$ cat src/alc_pkg.sv
// alc_pkg.sv: constants and types of the input level control block
// assumes: 8-bit register port, one strobe per sample period (fs)
package alc_pkg;

  // ****************************************
  // register offsets and reset values
  // ****************************************
  localparam logic [7:0] ADDR_TIMER   = 8'h06;
  localparam logic [7:0] ADDR_MODE_A  = 8'h07;
  localparam logic [7:0] ADDR_REF     = 8'h08;
  localparam logic [7:0] ADDR_GAIN    = 8'h09;
  localparam logic [7:0] ADDR_VOL     = 8'h0a;
  localparam logic [7:0] RST_TIMER    = 8'h00;
  localparam logic [7:0] RST_MODE_A   = 8'h40;
  localparam logic [6:0] RST_REF      = 7'h36;
  localparam logic [6:0] RST_GAIN     = 7'h10;
  localparam logic [7:0] RST_VOL      = 8'h18;
  localparam logic [6:0] GAIN_MAX     = 7'h47;

  // ****************************************
  // field positions
  // ****************************************
  // level_control_mode_a
  localparam int POS_THR_SEL    = 0;
  localparam int POS_RSTEP      = 1;
  localparam int POS_LATT       = 2;
  localparam int POS_ZCDIS      = 4;
  localparam int POS_IN_EN      = 5;
  localparam int POS_SPK_EN     = 6;
  // timer select
  localparam int POS_LIM_PERIOD = 0;
  localparam int POS_REC_WAIT   = 2;
  localparam int POS_ZC_TIMEOUT = 4;
  localparam int POS_SPK_PERIOD = 6;
  localparam int POS_RAMP_TIME  = 7;

  // ****************************************
  // level thresholds on 16-bit magnitude
  // ****************************************
  localparam logic [15:0] THR_M4DB = 16'h50c3;  // -4.0 dBFS
  localparam logic [15:0] THR_M6DB = 16'h4027;  // -6.0 dBFS
  localparam logic [15:0] THR_M8DB = 16'h32f5;  // -8.0 dBFS

  // ****************************************
  // periods in sample periods
  // ****************************************
  localparam logic [10:0] ZC_BASE_FS   = 11'h080;  // 128/fs
  localparam logic [10:0] WAIT_BASE_FS = 11'h080;  // 128/fs
  localparam logic [10:0] SPK_BASE_FS  = 11'h200;  // 512/fs
  localparam logic [10:0] RAMP_SLOW_FS = 11'h425;  // 1061/fs
  localparam logic [10:0] RAMP_FAST_FS = 11'h100;  // 256/fs
  localparam logic [10:0] RAMP_CODES   = 11'h0ff;  // 00h..ffh
  localparam logic [2:0]  LIM_BASE_FS  = 3'h1;

  // source of a gain change waiting for its moment
  typedef enum logic [1:0] {PEND_NONE, PEND_HOST, PEND_RECOVER, PEND_LIMIT} alc_pend_t;

endpackage

$ cat src/alc_zc_if.sv
// alc_zc_if.sv: link between level control and its zero-cross gate
// assumes: both ends run on the same clock
`timescale 1ns/1ps
`default_nettype none
interface alc_zc_if;
  logic       strobe;
  logic       sign;
  logic       clear;
  logic       restart;
  logic [1:0] sel;
  logic       hit;
  modport ctrl (output strobe, sign, clear, restart, sel, input hit);
  modport gate (input strobe, sign, clear, restart, sel, output hit);
endinterface
`default_nettype wire

$ cat src/alc_zc_gate.sv
// alc_zc_gate.sv: zero crossing / timeout moment for gain updates
// assumes: strobe is one cycle per sample, sign is the sample msb
`timescale 1ns/1ps
`default_nettype none
module alc_zc_gate (
  input  wire logic clk,
  input  wire logic rst_n,
  alc_zc_if.gate    zc
);

  logic [10:0] cnt;
  logic        last_sign;
  logic        seen;

  // ****************************************
  // crossing and timeout detect
  // ****************************************
  wire [10:0] limit    = 11'(alc_pkg::ZC_BASE_FS << zc.sel) - 11'h001;
  wire        crossing = zc.strobe && seen && (zc.sign != last_sign);
  wire        expire   = zc.strobe && (cnt == limit);

  // counter restarts on host write and on every hit
  always_ff @(posedge clk or negedge rst_n) begin
    if (!rst_n) begin
      cnt       <= 11'h000;
      last_sign <= 1'b0;
      seen      <= 1'b0;
      zc.hit    <= 1'b0;
    end else if (zc.clear) begin
      cnt       <= 11'h000;
      seen      <= 1'b0;
      zc.hit    <= 1'b0;
    end else begin
      zc.hit <= !zc.restart && (crossing || expire);
      if (zc.restart || crossing || expire) begin
        cnt <= 11'h000;
      end else if (zc.strobe) begin
        cnt <= cnt + 11'h001;
      end
      if (zc.strobe) begin
        last_sign <= zc.sign;
        seen      <= 1'b1;
      end
    end
  end
endmodule
`default_nettype wire

$ cat src/alc_level_ctrl.sv
// alc_level_ctrl.sv: input gain level control, speaker-path enable
// and output volume ramp of a mono codec
// assumes: FS_STROBE and SAMPLE_DATA on REF_CLK, power bits on REF_CLK,
// POWER_DOWN_N from a pin
//
// Operation
// - timeout field picks 128, 256, 512 or 1024 sample periods; 00 at reset.
// - host, recovery and zero-cross limiter changes wait for crossing or timeout.
// - speaker period bit picks 512 or 1024 sample periods.
// - volume ramps full range in 1061 or 256 sample periods.
// - threshold bit picks -6 or -4 dBFS; band 2 dB below resets waiting.
// - recovery raises gain one step, or two when step bit set.
// - recovery never raises gain above the reference code.
// - limiter lowers gain by one to four steps from its field.
// - limiter attenuation clamps gain code at 00.
// - zero-cross disable bit set applies limiter changes at once.
// - limiter changes use the same zero-cross timeout as recovery.
// - automatic limit and recovery run only while input enable is set.
// - speaker control active after init cycle restarted by power rising edges.
// - reference code 00 to 7f, written unclipped, reset 36h.
// - gain code 00 to 47 on host writes, up to the reference code on recovery, reset 10h, 00 to 47 in manual mode.
// - gain held at reset value while mic power is off.
// - disabling automatic control keeps the last gain reached.
// - host gain write restarts zero-cross counter; applies at crossing/timeout.
// - volume code 00 is +12 dB down in half dB, ffh mute, soft ramp.
// - immediate limiter changes repeat no faster than its period field.
// - recovery after 128 to 1024 sample periods without samples at or above the band floor.
`timescale 1ns/1ps
`default_nettype none
module alc_level_ctrl (
  input  wire logic        REF_CLK,
  input  wire logic        RST_N,
  input  wire logic        POWER_DOWN_N,
  input  wire logic        MIC_POWER_EN,
  input  wire logic        SPEAKER_POWER_EN,
  input  wire logic        FS_STROBE,
  input  wire logic [15:0] SAMPLE_DATA,
  input  wire logic        REG_WR,
  input  wire logic [7:0]  REG_ADDR,
  input  wire logic [7:0]  REG_WDATA,
  output logic      [7:0]  REG_RDATA,
  output logic      [6:0]  GAIN_CODE,
  output logic      [7:0]  VOLUME_CODE,
  output logic             SPK_CTRL_ACTIVE
);

  // ****************************************
  // reset release and pin sampling
  // ****************************************
  logic [1:0] rst_pipe;
  logic       rst;
  logic [2:0] pin_sync;
  logic       pin_ok;

  assign rst = rst_pipe[1];

  // two-stage release of the async reset
  always_ff @(posedge REF_CLK or negedge RST_N) begin
    if (!RST_N) begin
      rst_pipe <= 2'h0;
    end else begin
      rst_pipe <= {rst_pipe[0], 1'b1};
    end
  end

  // power-down pin: three stages, taken when last two agree
  always_ff @(posedge REF_CLK or negedge rst) begin
    if (!rst) begin
      pin_sync <= 3'h0;
      pin_ok   <= 1'b0;
    end else begin
      pin_sync <= {pin_sync[1:0], POWER_DOWN_N};
      if (pin_sync[1] == pin_sync[2]) begin
        pin_ok <= pin_sync[2];
      end
    end
  end

  // ****************************************
  // control registers
  // ****************************************
  logic [7:0] timer_reg;
  logic [7:0] mode_reg;
  logic [6:0] ref_code;
  logic [7:0] vol_reg;
  logic [6:0] gain;

  // write decode
  wire wr_timer = REG_WR && (REG_ADDR == alc_pkg::ADDR_TIMER);
  wire wr_mode  = REG_WR && (REG_ADDR == alc_pkg::ADDR_MODE_A);
  wire wr_ref   = REG_WR && (REG_ADDR == alc_pkg::ADDR_REF);
  wire wr_gain  = REG_WR && (REG_ADDR == alc_pkg::ADDR_GAIN);
  wire wr_vol   = REG_WR && (REG_ADDR == alc_pkg::ADDR_VOL);

  // field decode
  wire       limit_threshold_sel    = mode_reg[alc_pkg::POS_THR_SEL];
  wire       rstep                  = mode_reg[alc_pkg::POS_RSTEP];
  wire [1:0] latt                   = mode_reg[alc_pkg::POS_LATT +: 2];
  wire       zcdis                  = mode_reg[alc_pkg::POS_ZCDIS];
  wire       in_en                  = mode_reg[alc_pkg::POS_IN_EN];
  wire       spk_en                 = mode_reg[alc_pkg::POS_SPK_EN];
  wire [1:0] limit_period_sel       = timer_reg[alc_pkg::POS_LIM_PERIOD +: 2];
  wire [1:0] recovery_wait_sel      = timer_reg[alc_pkg::POS_REC_WAIT +: 2];
  wire [1:0] zero_cross_timeout_sel = timer_reg[alc_pkg::POS_ZC_TIMEOUT +: 2];
  wire       spk_level_period_sel   = timer_reg[alc_pkg::POS_SPK_PERIOD];
  wire       volume_ramp_time_sel   = timer_reg[alc_pkg::POS_RAMP_TIME];

  // manual gain is clipped into the legal code range
  wire [6:0] host_code = (REG_WDATA[6:0] > alc_pkg::GAIN_MAX) ?
                         alc_pkg::GAIN_MAX : REG_WDATA[6:0];

  // register writes; bit 7 of mode reads zero
  always_ff @(posedge REF_CLK or negedge rst) begin
    if (!rst) begin
      timer_reg <= alc_pkg::RST_TIMER;
      mode_reg  <= alc_pkg::RST_MODE_A;
      ref_code  <= alc_pkg::RST_REF;
      vol_reg   <= alc_pkg::RST_VOL;
    end else begin
      if (wr_timer) timer_reg <= REG_WDATA;
      if (wr_mode) mode_reg <= {1'b0, REG_WDATA[6:0]};
      if (wr_ref) ref_code <= REG_WDATA[6:0];
      if (wr_vol) vol_reg <= REG_WDATA;
    end
  end

  // read mux; gain reads its live value
  wire [7:0] rd_mux = (REG_ADDR == alc_pkg::ADDR_TIMER)  ? timer_reg :
                      (REG_ADDR == alc_pkg::ADDR_MODE_A) ? mode_reg :
                      (REG_ADDR == alc_pkg::ADDR_REF)    ? {1'b0, ref_code} :
                      (REG_ADDR == alc_pkg::ADDR_GAIN)   ? {1'b0, gain} :
                      (REG_ADDR == alc_pkg::ADDR_VOL)    ? vol_reg : 8'h00;

  // registered read data
  always_ff @(posedge REF_CLK or negedge rst) begin
    if (!rst) begin
      REG_RDATA <= 8'h00;
    end else begin
      REG_RDATA <= rd_mux;
    end
  end

  // ****************************************
  // level detect
  // ****************************************
  wire        active = pin_ok && MIC_POWER_EN;
  wire        alc_on = active && in_en;
  wire [15:0] mag    = SAMPLE_DATA[15] ? 16'(~SAMPLE_DATA + 16'h0001) : SAMPLE_DATA;
  wire [15:0] thr_hi = limit_threshold_sel ? alc_pkg::THR_M4DB : alc_pkg::THR_M6DB;
  wire [15:0] thr_lo = limit_threshold_sel ? alc_pkg::THR_M6DB : alc_pkg::THR_M8DB;
  wire        over   = mag >= thr_hi;
  wire        band   = !over && (mag >= thr_lo);

  // ****************************************
  // limiter and recovery steps
  // ****************************************
  logic [2:0]  lim_cnt;
  logic [10:0] wait_cnt;

  wire [6:0]  att        = 7'(latt) + 7'h01;
  wire [6:0]  lim_target = (gain > att) ? gain - att : 7'h00;
  wire [1:0]  lim_shift  = (limit_period_sel == 2'h0) ? 2'h0 : limit_period_sel - 2'h1;
  wire [2:0]  lim_period = 3'(alc_pkg::LIM_BASE_FS << lim_shift);
  wire        lim_gap_ok = lim_cnt <= 3'h1;
  wire        lim_event  = FS_STROBE && alc_on && over;
  wire        lim_now    = lim_event && zcdis && lim_gap_ok;
  wire [7:0]  rec_sum    = {1'b0, gain} + (rstep ? 8'h02 : 8'h01);
  wire [6:0]  rec_target = (rec_sum > {1'b0, ref_code}) ?
                           ref_code : rec_sum[6:0];
  wire [10:0] wait_limit = 11'(alc_pkg::WAIT_BASE_FS << recovery_wait_sel) - 11'h001;
  wire        rec_req    = FS_STROBE && alc_on && !over && !band &&
                           (wait_cnt == wait_limit);

  // spacing of immediate limiter steps
  always_ff @(posedge REF_CLK or negedge rst) begin
    if (!rst) begin
      lim_cnt <= 3'h0;
    end else if (!active) begin
      lim_cnt <= 3'h0;
    end else if (lim_now) begin
      lim_cnt <= lim_period;
    end else if (FS_STROBE && lim_cnt != 3'h0) begin
      lim_cnt <= lim_cnt - 3'h1;
    end
  end

  // recovery waiting counter, reset by level above the band floor
  always_ff @(posedge REF_CLK or negedge rst) begin
    if (!rst) begin
      wait_cnt <= 11'h000;
    end else if (!alc_on || (FS_STROBE && (over || band)) || rec_req) begin
      wait_cnt <= 11'h000;
    end else if (FS_STROBE) begin
      wait_cnt <= wait_cnt + 11'h001;
    end
  end

  // ****************************************
  // zero-cross gate
  // ****************************************
  alc_zc_if zc ();

  // one gate shared by host, recovery and limiter changes
  assign zc.strobe  = FS_STROBE;
  assign zc.sign    = SAMPLE_DATA[15];
  assign zc.clear   = !active;
  assign zc.restart = wr_gain && active;
  assign zc.sel     = zero_cross_timeout_sel;

  alc_zc_gate u_zc (
    .clk   (REF_CLK),
    .rst_n (rst),
    .zc    (zc)
  );

  // ****************************************
  // gain update state
  // ****************************************
  alc_pkg::alc_pend_t pend_src;
  alc_pkg::alc_pend_t next_src;
  logic [6:0]         pend_code;
  logic [6:0]         next_code;
  logic [6:0]         next_gain;

  wire apply_pend = zc.hit && (pend_src == alc_pkg::PEND_HOST || in_en);

  // priority: power, host write, limiter, then pending change
  always_comb begin
    next_gain = gain;
    next_src  = pend_src;
    next_code = pend_code;
    if (!active) begin
      next_gain = alc_pkg::RST_GAIN;
      next_src  = alc_pkg::PEND_NONE;
    end else if (wr_gain) begin
      next_code = host_code;
      next_src  = alc_pkg::PEND_HOST;
    end else if (lim_now) begin
      next_gain = lim_target;
      next_src  = alc_pkg::PEND_NONE;
    end else if (lim_event && !zcdis) begin
      next_code = lim_target;
      next_src  = alc_pkg::PEND_LIMIT;
    end else begin
      unique case (pend_src)
        alc_pkg::PEND_NONE: begin
          if (rec_req && gain < ref_code) begin
            next_code = rec_target;
            next_src  = alc_pkg::PEND_RECOVER;
          end
        end
        alc_pkg::PEND_HOST: begin
          if (zc.hit) begin
            next_gain = pend_code;
            next_src  = alc_pkg::PEND_NONE;
          end
        end
        alc_pkg::PEND_RECOVER, alc_pkg::PEND_LIMIT: begin
          if (!in_en) begin
            next_src = alc_pkg::PEND_NONE;
          end else if (zc.hit) begin
            next_gain = pend_code;
            next_src  = alc_pkg::PEND_NONE;
          end
        end
      endcase
    end
  end

  // gain state registers
  always_ff @(posedge REF_CLK or negedge rst) begin
    if (!rst) begin
      gain      <= alc_pkg::RST_GAIN;
      pend_src  <= alc_pkg::PEND_NONE;
      pend_code <= alc_pkg::RST_GAIN;
    end else begin
      gain      <= next_gain;
      pend_src  <= next_src;
      pend_code <= next_code;
    end
  end

  assign GAIN_CODE = gain;

  // ****************************************
  // speaker-path init cycle
  // ****************************************
  logic        spk_on_q;
  logic        spk_done;
  logic [10:0] spk_cnt;

  wire        spk_on    = pin_ok && SPEAKER_POWER_EN;
  wire        spk_rise  = spk_on && !spk_on_q;
  wire [10:0] spk_limit = 11'(alc_pkg::SPK_BASE_FS << spk_level_period_sel) - 11'h001;

  // init count restarts on either power rising edge
  always_ff @(posedge REF_CLK or negedge rst) begin
    if (!rst) begin
      spk_on_q        <= 1'b0;
      spk_done        <= 1'b0;
      spk_cnt         <= 11'h000;
      SPK_CTRL_ACTIVE <= 1'b0;
    end else begin
      spk_on_q        <= spk_on;
      SPK_CTRL_ACTIVE <= spk_on && spk_en && spk_done;
      if (!spk_on || spk_rise) begin
        spk_done <= 1'b0;
        spk_cnt  <= 11'h000;
      end else if (FS_STROBE && !spk_done) begin
        if (spk_cnt == spk_limit) begin
          spk_done <= 1'b1;
        end else begin
          spk_cnt <= spk_cnt + 11'h001;
        end
      end
    end
  end

  // ****************************************
  // output volume soft ramp
  // ****************************************
  logic [10:0] ramp_acc;

  wire [10:0] ramp_len  = volume_ramp_time_sel ? alc_pkg::RAMP_FAST_FS
                                               : alc_pkg::RAMP_SLOW_FS;
  wire [10:0] acc_sum   = ramp_acc + alc_pkg::RAMP_CODES;
  wire        vol_moves = VOLUME_CODE != vol_reg;
  wire        ramp_step = FS_STROBE && vol_moves && (acc_sum >= ramp_len);

  // 255 codes spread evenly over the ramp length
  always_ff @(posedge REF_CLK or negedge rst) begin
    if (!rst) begin
      ramp_acc    <= 11'h000;
      VOLUME_CODE <= alc_pkg::RST_VOL;
    end else begin
      if (!vol_moves) begin
        ramp_acc <= 11'h000;
      end else if (FS_STROBE) begin
        ramp_acc <= ramp_step ? acc_sum - ramp_len : acc_sum;
      end
      if (ramp_step) begin
        VOLUME_CODE <= (VOLUME_CODE < vol_reg) ? VOLUME_CODE + 8'h01
                                               : VOLUME_CODE - 8'h01;
      end
    end
  end
endmodule
`default_nettype wire

$ cat config.mk
export PLATFORM = sky130hd
export DESIGN_NAME = alc_level_ctrl
export DESIGN_NICKNAME = d
export VERILOG_FILES = /design/src/alc_pkg.sv /design/src/alc_zc_if.sv /design/src/alc_zc_gate.sv /design/src/alc_level_ctrl.sv
export SDC_FILE = /design/constraint.sdc
export NUM_CORES = 1
export LEC_CHECK = 0
export ABC_CLOCK_PERIOD_IN_PS = 3800
export BUFFER_PORTS_ARGS = -buffer_cell sky130_fd_sc_hd__clkbuf_2
export CELL_PAD_IN_SITES_DETAIL_PLACEMENT = 0
export CELL_PAD_IN_SITES_GLOBAL_PLACEMENT = 1
export CORE_ASPECT_RATIO = 1.2
export CORE_MARGIN = 10
export CORE_UTILIZATION = 43
export DETAILED_ROUTE_END_ITERATION = 7
export PLACE_DENSITY = 0.73
export SYNTH_ARGS = -nofsm -noshare
export SYNTH_HDL_FRONTEND = slang
export SYNTH_HIERARCHICAL = 1
export SYNTH_SLANG_ARGS = --single-unit
$ cat constraint.sdc
create_clock -name REF_CLK -period 3.8 [get_ports REF_CLK]
set_input_delay 0.95 -clock REF_CLK [delete_from_list [all_inputs] [get_ports REF_CLK]]
set_output_delay 0.95 -clock REF_CLK [all_outputs]
set_load 0.01 [all_outputs]
==> results.py, run 1 <==
metrics = {
    "global_route": {
        "use_met3_pct": 3.533,
        "grt_pass1_vias": 7170,
        "grt_util_met2_pct": 29.53,
        "grt_usage_pct": 17.48,
        "gr-total-overflow": 0,
        "top_usage_layer": "met2",
        "grt_max_degree": 82,
        "gr-usage-met1_pct": 22.05,
        "grt_pass1_wl_mm": 37.10,
        "antenna_found_initial": 0,
    },
    "sta": {
        "period_needed_ns": 3.755,
        "slew_headroom_pct": 28.77,
        "setup_ws_ns": 0.04516,
        "tightest_slew_ns": 1.068,
        "finClkSkew_ns": 0.009228,
        "finalHoldViolations": 0,
        "drv_slew": 0,
        "rsz0062_at_grt": "yes",
        "fin_crit_sh_pct": 98.81,
        "hold_slack_ns": 0.2983,
        "setup_viol_count_final": 0,
        "clock.fmax_mhz": 266.3,
    },
    "place": {
        "dp_hpwl_mm": 16.85,
        "pre_cts_slack_ns": -0.5767,
        "port_buffers": 62,
        "globalplace.congestion": 0.8534,
        "placed_cell_area_um2": 9771,
    },
    "floorplanning": {
        "pin_count": 63,
        "num_rows": 56,
        "die_w_um": 148.8,
        "die_area_um2": 25970,
        "fp.dieH_um": 174.5,
        "core_um2": 19550,
        "start_util_pct": 43.78,
    },
    "critical_path": {
        "critPathLaunchType": "input pin",
        "crit_required_ns": 4.11,
        "critical_path_class": "input pin to flip-flop",
        "cp-end-kind": "flip-flop",
        "crit_arrival_ns": 4.06,
        "crit_path_max_fanout": 6,
    },
    "drt": {
        "via_count": 7082,
        "wl_per_cell_um": 17.14,
        "drtIter0Drc": 260,
        "drc": 0,
        "postRouteAntennaNets": 0,
        "drt_wl_total_mm": 22.47,
        "routed_via_density": 5.402,
        "firstDrtPassIters": 5,
    },
    "final_layout": {
        "regArea_um2": 3045,
        "diodes": 0,
        "layout_common_cells": "dfrtp_1 (109), buf_4 (87), nor2_1 (77), nand2_1 (67), clkbuf_2 (60)",
        "n_fill_cell": 1752,
        "drive_gt1_share_pct": 27.71,
        "finalInstanceArea_um2": 10650,
        "area_delta_synth_final_pct": 24.43,
        "layout.nets": 1139,
        "multi_input_area_um2": 5328,
        "layout_commonest_cell": "dfrtp_1",
    },
    "logic_synthesis": {
        "synth.cell_area_um2": 8558,
        "synthFlopType": "dfrtp_1",
        "ys_ff_latch": 121,
        "synth_fp_nets": 988,
        "async_flop_share_pct": 100.0,
        "synth-edff-count": 0,
        "postSynthCellCount": 886,
        "synth_warnings": 6,
        "avgSynthCellArea_um2": 9.659,
        "seq_area_frac_synth_pct": 35.54,
        "yosysUniqueCellTypes": 91,
    },
    "job": {
        "maxCapViolations": 0,
    },
    "cts": {
        "clock_tree.root_cell": "clkbuf_16",
        "path_clk_slew_ns": 0.06,
        "clock_latency_ns": 0.42,
        "clock-sinks": 121,
        "cts_tree": "built",
        "cts_buffers": 17,
        "cts_buffer_depth": 2,
        "htree_num_levels": 4,
    },
    "pwr": {
        "comb_power_share_pct": 40.1,
        "clkPwrFrac_pct": 31.3,
        "power.share.sequential_pct": 28.6,
        "swShare_pct": 34.82,
        "peakVddDrop_v": 0.0006334,
        "intPower_uw": 3709,
        "power.density_nw_per_um2": 534.3,
        "p_switching_uw": 1981,
        "cellLeakagePower_uw": 0.004713,
    },
    "hold_path": {
        "min_path_type": "input pin to asynchronous set/reset pin",
    },
    "run_status": {
        "outcome": "finished, final reports clean",
    },
}
## power by group through the flow
stage               Sequential [uW]  Clock, uW  Combinational, uW
floorplan                      1620          0               1700
global placement               1650          0               2240
detailed placement             1650          0               2270
CTS                            1630       1810               2290
global route                   1660       1870               2570
finish                         1630       1780               2280
## cell usage after synthesis (4+ instances only)
master / instances / area [um^2]
o31ai_1: 5 / 37.54
or3_1: 7 / 43.79
nand2_1: 69 / 259.0
clkbuf_1: 15 / 56.30
mux2_2: 34 / 382.9
nand3_1: 24 / 120.1
xnor2_1: 33 / 289.0
nor3b_1: 7 / 52.55
o21ai_0: 34 / 170.2
o211ai_1: 8 / 60.06
buf_6: 4 / 45.04
dfrtp_1: 110 / 2753
a21o_1: 11 / 82.58
nor2_1: 77 / 289.0
mux2i_1: 24 / 240.2
buf_2: 5 / 25.02
dfstp_2: 11 / 289.0
a22oi_1: 5 / 37.54
nor4_1: 7 / 43.79
nor3_1: 21 / 105.1
mux2_4: 7 / 105.1
a211o_1: 6 / 52.55
a21oi_1: 40 / 200.2
a31oi_1: 9 / 56.30
o21a_1: 4 / 30.03
a222oi_1: 5 / 50.05
xor2_1: 30 / 262.8
nor2b_1: 11 / 68.82
mux2_1: 10 / 112.6
a2111oi_0: 5 / 43.79
a211oi_1: 8 / 60.06
ha_1: 60 / 750.7
o21ai_1: 9 / 45.04
nand3b_1: 7 / 52.55
inv_1: 51 / 191.4
nand4_1: 13 / 81.33
and3_1: 11 / 68.82
nand2b_1: 8 / 50.05
## worst paths after layout
check                                        startpoint                  endpoint  slack [ns]  cells past startpoint
min in group REF_CLK              pin_sync[0]$_DFF_PN0_     pin_sync[1]$_DFF_PN0_        0.35                      0
worst min register to register    pin_sync[0]$_DFF_PN0_     pin_sync[1]$_DFF_PN0_        0.35                      0
worst min-delay path                              RST_N     rst_pipe[1]$_DFF_PN0_        0.30                      1
worst max register to register  ramp_acc[1]$_DFFE_PN0P_   ramp_acc[7]$_DFFE_PN0P_        0.36                     15
worst max-delay path                     SAMPLE_DATA[1]  pend_code[1]$_DFFE_PN0P_        0.05                     19
max in group asynchronous         rst_pipe[1]$_DFF_PN0_  GAIN_CODE[4]$_DFFE_PN1P_        2.32                      1
## metrics by stage
stage	std cells	util [%]	TNS [ns]	power (uW)
after floorplan	886	-	-1.088	3321
after global placement	1266	49.98	-11.67	3887
after detailed placement	1266	49.98	-14.06	3915
after CTS	1304	53.69	0	5720
after global routing	1311	54.47	-0.8963	6095
final	1311	54.47	0	5690
## routing by layer
metal	vias up	wire length, um
met2	97	11220
met5	-	0
li1	3532	-
met4	0	289
met1	3431	10220
met3	22	742
## worst max-delay path, cell delays in order
cell and delay, ns:
buf_12 0.11, inv_12 0.04, ha_4 0.11, nor3b_4 0.22, and3_4 0.22, nand2_2 0.05, nand2_2 0.07, xnor2_2 0.12
ha_2 0.21, nand3b_1 0.12, a41oi_2 0.05, a311oi_4 0.37, buf_4 0.20, o2111ai_2 0.16, a21oi_4 0.31, buf_6 0.16
mux2i_1 0.20, a21oi_1 0.09, mux2_4 0.26
## area by class of cell
cell class | count | area share (%)
Clock inverter | 12 | 1.856
Multi-Input combinational cell | 688 | 50.03
Inverter | 52 | 1.997
Clock buffer | 20 | 4.195
Timing Repair Buffer | 157 | 10.26
Tap cell | 261 | 3.067
Sequential cell | 121 | 28.60
## cell families (layout without fill, tap and decap cells)
| kind of cell | Yosys count | after routing | synth area share (%) |
|---|---|---|---|
| fa+ha+maj | 64 | 64 | 9.591 |
| mux | 75 | 75 | 9.825 |
| flops | 121 | 121 | 35.54 |
| xor+xnor | 63 | 63 | 6.447 |
| compound gates | 190 | 192 | 16.65 |
| buf+inv | 79 | 241 | 3.933 |
| simple gates | 293 | 293 | 17.97 |
| other cells | 1 | 1 | 0.04382 |
## what timing repair did
item	CTS	global route
resized for setup	6	27
endpoints found under the setup margin	17	33
setup buffers	6	6
hold buffers	0	0
pin swaps	7	18
hold endpoints to repair	0	0
gates cloned	0	2
Power figures use the tool's default switching activity.
==> run 2, diff against run 1 <==
--- a/config.mk
+++ b/config.mk
@@ -12,8 +12,9 @@
 export CORE_ASPECT_RATIO = 1.2
 export CORE_MARGIN = 10
 export CORE_UTILIZATION = 43
+export CTS_CLUSTER_DIAMETER = 30
 export DETAILED_ROUTE_END_ITERATION = 7
-export PLACE_DENSITY = 0.73
+export PLACE_DENSITY = 0.82
 export SYNTH_ARGS = -nofsm -noshare
 export SYNTH_HDL_FRONTEND = slang
 export SYNTH_HIERARCHICAL = 1
==> results.py, run 2 (synthesis results as in run 1) <==
metrics = {
    "global_route": {
        "grt_max_degree": 83,
        "grt_pass1_vias": 7132,
        "antenna_found_initial": 1,
        "grt_pass1_wl_mm": 36.18,
        "gr-total-overflow": 0,
        "grt_usage_pct": 16.89,
    },
    "final_layout": {
        "layout.nets": 1145,
        "layout_common_cells": "dfrtp_1 (109), buf_4 (93), nor2_1 (77), nand2_1 (67), clkbuf_2 (60)",
        "layout_commonest_cell": "dfrtp_1",
        "drive_gt1_share_pct": 28.88,
        "n_fill_cell": 1735,
        "diodes": 0,
        "finalInstanceArea_um2": 10690,
        "multi_input_area_um2": 5405,
        "area_delta_synth_final_pct": 24.94,
        "regArea_um2": 3045,
    },
    "drt": {
        "drt_wl_total_mm": 22.07,
        "routed_via_density": 5.506,
        "drtIter0Drc": 370,
        "drc": 0,
        "via_count": 7251,
        "postRouteAntennaNets": 0,
        "firstDrtPassIters": 5,
        "wl_per_cell_um": 16.76,
    },
    "floorplanning": {
        "pin_count": 63,
        "die_w_um": 148.8,
        "start_util_pct": 43.78,
        "fp.dieH_um": 174.5,
        "num_rows": 56,
        "die_area_um2": 25970,
        "core_um2": 19550,
    },
    "cts": {
        "cts_tree": "built",
        "htree_num_levels": 4,
        "clock_latency_ns": 0.42,
        "cts_buffer_depth": 2,
        "clock_tree.root_cell": "clkbuf_16",
        "cts_buffers": 17,
        "clock-sinks": 121,
        "path_clk_slew_ns": 0.07,
    },
    "critical_path": {
        "cp-end-kind": "flip-flop",
        "critPathLaunchType": "input pin",
        "crit_arrival_ns": 4.11,
        "crit_path_max_fanout": 6,
        "rr_worst_depth": 16,
        "critical_path_class": "input pin to flip-flop",
        "crit_required_ns": 4.10,
    },
    "place": {
        "pre_cts_slack_ns": -0.5689,
        "placed_cell_area_um2": 9751,
        "dp_hpwl_mm": 16.47,
        "port_buffers": 62,
        "globalplace.congestion": 0.8664,
    },
    "run_status": {
        "violations": "negative setup slack",
        "outcome": "finished, violations left",
    },
    "sta": {
        "rsz0062_at_grt": "yes",
        "finalHoldViolations": 0,
        "setup_viol_count_final": 1,
        "slew_headroom_pct": 29.06,
        "clock.fmax_mhz": 262.6,
        "fin_crit_sh_pct": 100.2,
        "finClkSkew_ns": 0.01131,
        "tightest_slew_ns": 1.064,
        "drv_slew": 0,
        "period_needed_ns": 3.808,
        "setup_ws_ns": -0.007760,
    },
    "pwr": {
        "power.density_nw_per_um2": 511.3,
        "cellLeakagePower_uw": 0.004730,
        "peakVddDrop_v": 0.0003574,
    },
    "hold_path": {
        "min_path_type": "input pin to asynchronous set/reset pin",
    },
    "job": {
        "maxCapViolations": 0,
    },
}
## run 2: power breakdown
part | total [uW] | switching, uW | internal [uW] | leakage (uW)
registers | 1630 | 182 | 1440 | 0.00157
logic | 2280 | 1190 | 1090 | 0.00288
clock network | 1560 | 686 | 871 | 0.000275
total | 5470 | 2060 | 3410 | 0.00473
## run 2: what timing repair did
item	CTS	global route
hold buffers	0	0
endpoints found under the setup margin	11	32
gates cloned	0	2
gates resized for setup	7	40
pin swaps	9	27
buffers inserted	7	15
## run 2: through the flow
stage	hold WS [ns]	power, uW	util, %	setup TNS [ns]	instances
floorplan	0.3312	3321	-	-1.088	886
global placement	0.3340	3845	49.88	-9.801	1265
detailed placement	0.3395	3893	49.88	-12.41	1265
CTS	0.2716	5483	53.20	0	1304
global route	0.2751	5881	54.70	-1.804	1317
finish	0.2932	5467	54.70	-0.007760	1317
## run 2: layout make-up
type | instances | share of cell area, %
Sequential cell | 121 | 28.48
Timing Repair Buffer | 163 | 10.59
Clock inverter | 15 | 1.357
Inverter | 52 | 1.989
Clock buffer | 17 | 3.978
Tap cell | 261 | 3.054
Multi-Input combinational cell | 688 | 50.55
## run 2: final timing paths
check                                        start                  endpoint  slack, ns
setup / recovery                    SAMPLE_DATA[1]  pend_code[5]$_DFFE_PN0P_     -0.008
hold / removal                               RST_N     rst_pipe[1]$_DFF_PN0_       0.29
setup reg to reg           ramp_acc[1]$_DFFE_PN0P_   ramp_acc[4]$_DFFE_PN0P_       0.31
hold reg to reg              rst_pipe[0]$_DFF_PN0_     rst_pipe[1]$_DFF_PN0_       0.35
max in group asynchronous    rst_pipe[1]$_DFF_PN0_  GAIN_CODE[4]$_DFFE_PN1P_       2.33
min in group REF_CLK         rst_pipe[0]$_DFF_PN0_     rst_pipe[1]$_DFF_PN0_       0.35
## run 2: routing by layer
metal  wire, um  vias up  track usage (%)
met5         17        -                0
met4        549        2            7.166
met3        837       32            3.170
met2      11150      116            28.26
met1       9519     3545            20.70
li1           -     3556                -
## run 2: worst max-delay path, stage by stage
cell and delay (ns):
buf_12 0.11, inv_12 0.04, ha_4 0.11, nor3b_4 0.21, and3_4 0.23, nand2_2 0.05
nand2_2 0.07, xnor2_2 0.12, ha_2 0.21, nand3b_1 0.12, a41oi_2 0.05, a311oi_4 0.36
buf_4 0.19, buf_6 0.09, o2111ai_4 0.15, a21oi_4 0.28, buf_4 0.17, nor3_2 0.04
a311o_1 0.29, mux2_4 0.27
